## src/pkg/lccr_pkg.sv

```systemverilog
package lccr_pkg;

	// Command codes of the two configuration registers.
	localparam logic [7:0] LCCR_ALT_CMD  = 8'hAC;
	localparam logic [7:0] LCCR_LOOP_CMD = 8'hAD;

	// Values held before the nonvolatile restore has run.
	localparam logic [7:0] LCCR_ALT_RST  = 8'h00;
	localparam logic [6:0] LCCR_LOOP_RST = 7'h00;
	localparam logic [7:0] LCCR_RD_RST   = 8'h00;

	// Field positions of the alternate integrator and ramp register.
	localparam int LCCR_GAIN_MSB = 7;
	localparam int LCCR_GAIN_LSB = 6;
	localparam int LCCR_TIME_MSB = 5;
	localparam int LCCR_TIME_LSB = 3;
	localparam int LCCR_RAMP_MSB = 2;
	localparam int LCCR_RAMP_LSB = 0;

	// Field positions of the loop mode, sense and load-line register.
	localparam int LCCR_RSVD_BIT = 7;
	localparam int LCCR_SSDCM_BIT = 6;
	localparam int LCCR_NEG_BIT  = 5;
	localparam int LCCR_IND_MSB  = 4;
	localparam int LCCR_IND_LSB  = 3;
	localparam int LCCR_LL_MSB   = 2;
	localparam int LCCR_LL_LSB   = 0;

	// Integrator gain in halves: 2, 1.5, 1 and 0.5.
	localparam logic [2:0] LCCR_GAIN_TBL [4] = '{
		3'h4, 3'h3, 3'h2, 3'h1
	};
	// Integrator time constant in units of 10 ns.
	localparam logic [10:0] LCCR_TIME_TBL [8] = '{
		11'h019, 11'h064, 11'h12C, 11'h1C2,
		11'h271, 11'h320, 11'h3E8, 11'h7D0
	};
	// Ramp amplitude in millivolts.
	localparam logic [7:0] LCCR_RAMP_TBL [8] = '{
		8'h28, 8'h3C, 8'h50, 8'h64, 8'h78, 8'hA0, 8'hC8, 8'hF0
	};
	// Sense inductance in nanohenries.
	localparam logic [8:0] LCCR_IND_TBL [4] = '{
		9'h064, 9'h0C8, 9'h12C, 9'h190
	};
	// DC load line in micro-ohms.
	localparam logic [11:0] LCCR_LL_TBL [8] = '{
		12'h000, 12'h1F4, 12'h2EE, 12'h3E8,
		12'h5DC, 12'hB54, 12'hC80, 12'hFD2
	};

endpackage

```

## src/verilog/lccr_field_decode.sv

```systemverilog
module lccr_field_decode
	import lccr_pkg::*;
(
	// Raw register contents.
	input  wire logic [7:0]  alt_cfg,
	input  wire logic [6:0]  loop_cfg,
	// Decoded alternate settings.
	output logic      [2:0]  gain_halves,
	output logic      [10:0] time_10ns,
	output logic      [7:0]  ramp_mv,
	// Decoded loop settings.
	output logic      [8:0]  ind_nh,
	output logic      [11:0] ll_uohm
);

	// Pure table lookups; the caller registers the results.
	always_comb begin
		gain_halves = LCCR_GAIN_TBL[alt_cfg[LCCR_GAIN_MSB:LCCR_GAIN_LSB]];
		time_10ns   = LCCR_TIME_TBL[alt_cfg[LCCR_TIME_MSB:LCCR_TIME_LSB]];
		ramp_mv     = LCCR_RAMP_TBL[alt_cfg[LCCR_RAMP_MSB:LCCR_RAMP_LSB]];
		ind_nh      = LCCR_IND_TBL[loop_cfg[LCCR_IND_MSB:LCCR_IND_LSB]];
		ll_uohm     = LCCR_LL_TBL[loop_cfg[LCCR_LL_MSB:LCCR_LL_LSB]];
	end

endmodule // lccr_field_decode

```

## src/verilog/lccr_regs.sv

```systemverilog
// Behaviour
// RL1 - Alternate register is plain read/write storage that steers nothing.
// RL2 - Alternate gain bits 7:6 mean 2, 1.5, 1, 0.5.
// RL3 - Alternate time bits 5:3 mean 0.25 to 20 us, eight steps.
// RL4 - Alternate ramp bits 2:0 mean 40 to 240 mV, eight steps.
// RL5 - Each register moves as one unsigned byte per write or read.
// RL6 - Fields load from nonvolatile storage; writes apply at once.
// RL7 - Loop register bit 7 is read-only and reads zero.
// RL8 - In soft-start, bit 6 forces discontinuous mode; 0 keeps mode setting.
// RL9 - After soft-start bit 6 is ignored; mode setting alone decides.
// RL10 - Bit 5 picks short or long on-time for negative current limiting.
// RL11 - Bits 4:3 give sense inductance 100, 200, 300, 400 nH.
// RL12 - Software programs nearest inductance code, 11b above 400 nH.
// RL13 - Bits 2:0 give load line 0 to 4.05 milliohm.
// RL14 - Software chooses the load line the powered load requires.
// RL15 - Writes to loop register bit 7 are discarded; bit stays zero.
module lccr_regs
	import lccr_pkg::*;
(
	// Clock and reset.
	input  wire logic        CLK,
	input  wire logic        RST,
	// Command port from the serial interface engine.
	input  wire logic [7:0]  CMD_CODE,
	input  wire logic        WR_STB,
	input  wire logic [7:0]  WR_DATA,
	input  wire logic        RD_STB,
	output logic      [7:0]  RD_DATA,
	output logic             RD_ACK,
	output logic             RD_UNMAPPED,
	// Power-up restore from nonvolatile storage.
	input  wire logic        NVM_LOAD,
	input  wire logic [7:0]  NVM_ALT_DATA,
	input  wire logic [7:0]  NVM_LOOP_DATA,
	// Loop state from the power stage control.
	input  wire logic        SS_ACTIVE,
	input  wire logic        CCM_CFG,
	// Loop controls.
	output logic             DCM_MODE,
	output logic             NEG_SHORT_ON,
	output logic      [8:0]  SENSE_IND_NH,
	output logic      [11:0] LOAD_LINE_UOHM,
	// Alternate settings, informational only.
	output logic      [2:0]  ALT_GAIN_HALVES,
	output logic      [10:0] ALT_TIME_10NS,
	output logic      [7:0]  ALT_RAMP_MV
);

	typedef struct packed {
		logic [7:0]  alt;
		logic [6:0]  loop;
		logic        ss;
		logic        ccm;
		logic [7:0]  rd_data;
		logic        rd_ack;
		logic        rd_unm;
		logic        dcm;
		logic        neg_short;
		logic [8:0]  ind_nh;
		logic [11:0] ll_uohm;
		logic [2:0]  gain;
		logic [10:0] tconst;
		logic [7:0]  ramp;
	} lccr_state_s;

	lccr_state_s state_ff;
	lccr_state_s nxt_state;

	logic [2:0]  dec_gain;
	logic [10:0] dec_time;
	logic [7:0]  dec_ramp;
	logic [8:0]  dec_ind;
	logic [11:0] dec_ll;

	// Decode from the next contents so outputs line up with the registers.
	lccr_field_decode u_decode (
		.alt_cfg     (nxt_state.alt),
		.loop_cfg    (nxt_state.loop),
		.gain_halves (dec_gain),
		.time_10ns   (dec_time),
		.ramp_mv     (dec_ramp),
		.ind_nh      (dec_ind),
		.ll_uohm     (dec_ll)
	);

	// Next-state logic. The restore outranks a host write in the same
	// cycle, since it only runs at power-up before the host is live.
	always_comb begin
		nxt_state        = state_ff;
		nxt_state.rd_ack = 1'b0;
		nxt_state.rd_unm = 1'b0;
		nxt_state.ss     = SS_ACTIVE;
		nxt_state.ccm    = CCM_CFG;
		if (NVM_LOAD) begin
			nxt_state.alt  = NVM_ALT_DATA; // RL6
			nxt_state.loop = NVM_LOOP_DATA[6:0]; // RL6 RL15
		end else if (WR_STB) begin
			if (CMD_CODE == LCCR_ALT_CMD) begin
				nxt_state.alt = WR_DATA; // RL1 RL5
			end else if (CMD_CODE == LCCR_LOOP_CMD) begin
				nxt_state.loop = WR_DATA[6:0]; // RL5 RL15
			end
		end
		// Reads see the stored byte; the reserved bit is forced low.
		if (RD_STB) begin
			nxt_state.rd_ack = 1'b1; // RL5
			if (CMD_CODE == LCCR_ALT_CMD) begin
				nxt_state.rd_data = state_ff.alt;
			end else if (CMD_CODE == LCCR_LOOP_CMD) begin
				nxt_state.rd_data = {1'b0, state_ff.loop}; // RL7
			end else begin
				nxt_state.rd_data = LCCR_RD_RST;
				nxt_state.rd_unm  = 1'b1;
			end
		end
		// Soft-start may force discontinuous mode; afterwards only the
		// continuous-mode setting decides.
		if (SS_ACTIVE && nxt_state.loop[LCCR_SSDCM_BIT]) begin
			nxt_state.dcm = 1'b1; // RL8
		end else begin
			nxt_state.dcm = !CCM_CFG; // RL8 RL9
		end
		nxt_state.neg_short = nxt_state.loop[LCCR_NEG_BIT]; // RL10
		nxt_state.ind_nh    = dec_ind; // RL11
		nxt_state.ll_uohm   = dec_ll; // RL13
		// Alternate decode is exported for visibility only.
		nxt_state.gain      = dec_gain; // RL2
		nxt_state.tconst    = dec_time; // RL3
		nxt_state.ramp      = dec_ramp; // RL4
	end

	// State register; contents stay at reset values until restored or written.
	always_ff @(posedge CLK) begin
		if (RST) begin
			state_ff           <= '0;
			state_ff.alt       <= LCCR_ALT_RST;
			state_ff.loop      <= LCCR_LOOP_RST;
			state_ff.rd_data   <= LCCR_RD_RST;
			state_ff.dcm       <= 1'b1;
			state_ff.ind_nh    <= LCCR_IND_TBL[0];
			state_ff.ll_uohm   <= LCCR_LL_TBL[0];
			state_ff.gain      <= LCCR_GAIN_TBL[0];
			state_ff.tconst    <= LCCR_TIME_TBL[0];
			state_ff.ramp      <= LCCR_RAMP_TBL[0];
		end else begin
			state_ff <= nxt_state;
		end
	end

	// Outputs straight from the state register.
	assign RD_DATA         = state_ff.rd_data;
	assign RD_ACK          = state_ff.rd_ack;
	assign RD_UNMAPPED     = state_ff.rd_unm;
	assign DCM_MODE        = state_ff.dcm;
	assign NEG_SHORT_ON    = state_ff.neg_short;
	assign SENSE_IND_NH    = state_ff.ind_nh;
	assign LOAD_LINE_UOHM  = state_ff.ll_uohm;
	assign ALT_GAIN_HALVES = state_ff.gain;
	assign ALT_TIME_10NS   = state_ff.tconst;
	assign ALT_RAMP_MV     = state_ff.ramp;
endmodule // lccr_regs
```

## config.mk

```make
export PLATFORM = sky130hd
export DESIGN_NAME = lccr_regs
export DESIGN_NICKNAME = d
export VERILOG_FILES = /design/src/pkg/lccr_pkg.sv /design/src/verilog/lccr_field_decode.sv /design/src/verilog/lccr_regs.sv
export SDC_FILE = /design/constraint.sdc
export NUM_CORES = 1
export LEC_CHECK = 0
export BUFFER_PORTS_ARGS = -buffer_cell sky130_fd_sc_hd__buf_4
export CORE_ASPECT_RATIO = 0.7
export CORE_MARGIN = 4
export CORE_UTILIZATION = 40
export DETAILED_ROUTE_END_ITERATION = 7
export PLACE_DENSITY_LB_ADDON = 0.05
export RECOVER_POWER = 100
export SLEW_MARGIN = 20
export SYNTH_ARGS = -nofsm -noshare
export SYNTH_HDL_FRONTEND = slang
export SYNTH_SLANG_ARGS = --single-unit
```

## constraint.sdc

```tcl
create_clock -name CLK -period 3.95 [get_ports CLK]
set_clock_uncertainty 0.1 [all_clocks]
set_input_delay 0.79 -clock CLK [delete_from_list [all_inputs] [get_ports CLK]]
set_output_delay 0.79 -clock CLK [all_outputs]
set_load 0.005 [all_outputs]
```

# Yosys cells after proc, flatten, opt, wreduce, memory -nomap -nowiden

Memory sizes are Yosys's and may differ from the RTL's. A register that Yosys moved wholly into a read port is not among the register bits.
Index checks and enable logic that the tools add are counted.

Word-level logic and storage cells: 42
Memory bits (read-only): 248
Latch bits: 0
Output and inout bits: 55
Bits in writable memories: 0
Input bits: 39
Register bits after elaboration: 39
Memories: 3

Memory list:

| memory           | words | width | rd ports | clocked after memory_dff | wr ports | line                    | RTL |
|---|---|---|---|---|---|---|---|
| (name not given) | 8     | 12    | 1        | 1                        | 0        | lccr_field_decode.sv:22 | `ll_uohm = LCCR_LL_TBL[loop_cfg[LCCR_LL_MSB:LCCR_LL_LSB]];` |
| (name not given) | 8     | 11    | 1        | 1                        | 0        | lccr_field_decode.sv:19 | `time_10ns = LCCR_TIME_TBL[alt_cfg[LCCR_TIME_MSB:LCCR_TIME_LSB]];` |
| (name not given) | 8     | 8     | 1        | 1                        | 0        | lccr_field_decode.sv:20 | `ramp_mv = LCCR_RAMP_TBL[alt_cfg[LCCR_RAMP_MSB:LCCR_RAMP_LSB]];` |

Divide/modulo/power cells: 0
Reductions and logical operators: 4
Add/subtract/negate cells: 0
$mul: 0
Equality and inequality tests: 2
Bitwise operators: 6
Muxes and demuxes: 16
Order comparisons: 2
Shifts and indexed selects: 0

Operators by type and width:

| operator             | number |
|---|---|
| $mux W15             | 2 |
| $mux W7              | 3 |
| $bmux W9 S2          | 1 |
| $mux W9              | 2 |
| $eq A8 B8 Y1 const B | 2 |
| $mux W8              | 2 |
| $not A3 Y4           | 3 |
| $bmux W3 S2          | 1 |
| $ge A3 B3 Y1 const B | 2 |
| $mux W3              | 2 |
| $not A2 Y3           | 2 |
| $reduce_or A3 Y1     | 1 |
| $mux W1              | 2 |
| $mux W2              | 1 |
| $reduce_or A2 Y1     | 1 |
| $logic_and A1 B1 Y1  | 1 |
| $logic_not A1 Y1     | 1 |
| $not A1 Y1           | 1 |

# Longest topological paths before layout

Depth in word-level cells: 9
Mapped depth: 9
Mapped depth without buffers: 8

# Cells and area by module

From an unflattened synthesis, not the netlist that was laid out.

Cell total of the unflattened synthesis: 359
Area, all modules: 3514.6 um^2

By module, submodules not included:

| module            | times used | cells an instance | area an instance (um^2) | seq. area each (um^2) |
|---|---|---|---|---|
| lccr_regs         | 1          | 278               | 2886.5                  | 1381.3 |
| lccr_field_decode | 1          | 81                | 628.1                   | 0.0 |

# Worst setup path before layout

OpenSTA, ideal clock, no wires.

Path kind: in2reg
Start: in CMD_CODE[6]
End: reg, netlist name LOAD_LINE_UOHM[4]
Slack: 1.444 ns
Required time: 3.780 ns
Setup time: 0.070 ns
Path buffers: 0
Stages: 8
Data arrival time: 2.336 ns
Cell sequence: and4bb_2 -> nand3_4 -> a221oi_2 -> inv_1 -> ha_1 -> inv_1 -> o21bai_1 -> a21oi_1

RTL lines:

| item               | line            | RTL |
|---|---|---|
| start: declaration | lccr_regs.sv:24 | `input wire logic [7:0] CMD_CODE,` |

==> results by group <==
Status
  – Outcome: finished, violations left
  – Failing checks: max-capacitance violations, max-slew violations

CTS
  – Clock sink total: 59
  – CTS Hold Buffers Added: 0
  – H-tree levels: 3
  – Clock-pin transition on the worst setup and hold timing paths: 0.07 ns
  – Clock tree buffer depth: 2
  – Worst skew pair latency: 0.33 ns
  – Clock root buffer: clkbuf_8
  – Number of buffers created by CTS: 9
  – CTS tree: done
  – Post-cts resize count: 0
  – Post-CTS Setup Bufs: 0

Setup path
  – Crit path max-delay family: simple AND/OR/NAND/NOR gates
  – R2r startpoint: state_ff[58]$_SDFF_PP0_
  – CP Launch Point: CMD_CODE[6]
  – Crit Path Class: in -> reg
  – Worst EP arrival: 3.09 ns
  – Crit-path max FO: 7
  – WP buf/inv: 2
  – Crit-path max cell delay: 0.81 ns
  – Startpoint types: primary input
  – Critical Path End Type: flop
  – Data required time of the critical path: 3.98 ns
  – Slowest library cell on the worst path: nor3_1
  – Crit-path cells: clkbuf_1, nand4bb_1, nor3_1, nor3b_1, a221o_1, inv_1, ha_1, mux2i_1, nor2_1

Layout
  – Ant diodes: 0
  – Share of layout cells above drive strength 1: 33.6%
  – Fin util: 49.7%
  – Area grow syn2layout: 17.3%
  – Nets: 393

Global routing
  – Antenna violations before repair: 0
  – Grt total ovfl: 0
  – Pin count of the biggest net entering global routing: 49
  – Vias in the first global route: 1,995
  – First-pass GRT wire length: 10,300 um
  – Gr usage total: 15.1%

Detailed routing
  – Antenna-violating nets left: 0
  – # DRC: 0
  – DR vias: 2,030
  – Iteration-0 DRC Markers: 68
  – Detailed-route wire length: 6430 um
  – First-pass iteration count of the detailed router: 4
  – WL/cell: 14.5 um
  – Vias per inst: 4.59

Yosys
  – XOR/XNOR share of the synthesized area: 0.298%
  – Mux cell area share after synthesis: 4.73%
  – YS warnings: 0
  – Post-Synth Adder-Cell Area: 4.68%
  – Post-Synthesis Cell Area: 2940 um2
  – Primary FF master, synth: dfxtp_1
  – Yosys top cell area share: 40.2%
  – Simple-gate share of the synthesized area: 20.1%
  – Cells after Synth: 306
  – Syn avg cell area: 9.60 um2
  – Asr flop ratio synth: 0%
  – Post-synth EDFFs: 0
  – Synth cell types: 54
  – Leading area contributor after synthesis: dfxtp_1
  – Sequential area share after synthesis: 40.2%
  – Yosys reg bits: 59
  – Combinational family with the most area after synthesis: simple AND/OR/NAND/NOR gates
  – Synth top area cells: dfxtp_1, buf_4, ha_1
  – Synth Area in Compound Gates: 12.2%

Die
  – Die width: 110 um
  – Site row count: 25
  – Core Area: 6940 um2
  – Initial Util: 42.3%
  – Io pins: 94
  – Die Area: 8800 um2
  – Die Height: 79.7 um

Timing
  – Max Freq: 327 MHz
  – Setup_tns: 0 ns
  – Fin crit period: 3.06 ns
  – Worst slew pin tran: 2.06 ns
  – Count of final max-slew check failures: 49
  – RSZ-0062 raised after global routing: no
  – Endpoints failing hold: 0
  – Final critical-path share of the clock period: 77.4%
  – Endpoints failing setup: 0
  – Max-Slew Margin vs Limit: -37.5%

Pwr
  – Power per cell area: 424 nW/um2
  – VDD IR-drop max: 0.161 mV
  – Leakage: 1.53 nW
  – Post-layout total power: 1.46 mW

Hold path
  – Hold crit path type: reg -> reg
  – Hold Path Origin: RD_DATA[7]$_SDFFE_PP0P_

Place
  – Number of port buffers: 87
  – Post-DP HPWL: 4780 um
  – Routability congestion estimate: 0.730

Flow run
  – Max-capacitance violation count: 1
-- through the flow --
stage	setup slack [ns]	hold slack [ns]	area [um2]	cells
6_report	0.894	0.396	3450	442
5_1_grt	0.685	0.432	3450	442
4_1_cts	1.27	0.400	3500	442
3_5_place_dp	0.919	0.379	3270	426
3_3_place_gp	0.939	0.364	3270	426
2_1_floorplan	1.44	0.350	2950	310
-- final timing paths --
path	slack (ns)	cells past startpoint	endpoint
max	0.89	9	ALT_RAMP_MV[4]$_SDFF_PP0_
min	0.40	2	RD_DATA[7]$_SDFFE_PP0P_
max reg2reg	1.76	5	LOAD_LINE_UOHM[2]$_SDFF_PP0_
min reg2reg	0.40	2	RD_DATA[7]$_SDFFE_PP0P_
-- where the power goes --
group	internal [mW]	switching [mW]	leakage, nW
sequential	0.630	0.0114	0.486
combinational	0.101	0.0940	0.931
clock	0.389	0.237	0.113
total	1.12	0.342	1.53
-- registers in the layout, summed over array words and instances, names as in the netlist --
name	cells
state_ff	15
LOAD_LINE_UOHM	11
ALT_TIME_10NS	10
RD_DATA	8
ALT_RAMP_MV	6
SENSE_IND_NH	4
ALT_GAIN_HALVES	2
DCM_MODE	1
RD_ACK	1
RD_UNMAPPED	1
-- worst reg2reg max path, cell delays in order (launching register included) --
cell and delay (ns):
dfxtp_1 0.31, nor2b_1 0.12, a221oi_1 0.83, ha_1 0.38, mux2i_1 0.20, nor2_1 0.07
-- Yosys cell counts, drive strengths merged (2+ instances only) --
cell type,instances
dfxtp,59
buf,58
nor2,29
nor2b,19
inv,17
a21oi,13
ha,11
nand2,9
nor3,8
a221oi,7
clkbuf,7
mux2,7
mux2i,6
nand2b,4
nor3b,4
nor4,4
o21ai,4
or2,4
nand3b,3
nand4,3
o21a,3
a211oi,2
nand3,2
o21bai,2
o311a,2
-- per-layer routing --
layer,global-route usage [%],share of wire (%)
met3,7.05,7.0
met4,4.80,0.42
met5,0,0
met1,20.4,51
met2,21.4,42
-- area by class of cell --
class                   instances  area (um2)
fillers                       696        3500
repair buffers                 87         627
clock inverters                 4        72.6
well taps                      94         118
multi-input cells             169        1230
inverters                      17        63.8
clock buffers                  12         155
flip-flops and latches         59        1180
-- cells in the final DEF (no fill, tap or decap), types with 5 or more instances in the layout --
cell and instances:
a21oi_1 13, mux2i_1 6, inv_1 16, nand2_1 9, buf_4 34, nor2_1 29
nor3_1 8, clkbuf_4 46, clkbuf_1 8, clkbuf_8 11, conb_1 5, ha_1 11
dfxtp_1 59, nor2b_1 19, mux2_2 7
-- logic make-up (layout without fill, tap and decap cells) --
kind of cell,Yosys count,after routing
AND/OR/NAND/NOR,98,98
adder cells (fa/ha/maj),11,11
multiplexers,13,13
flip-flops,59,59
buffers and inverters,82,120
other,1,5
AO/OA/AOI/OAI,41,41
XOR/XNOR,1,1
(Power assumes the default switching activity.)
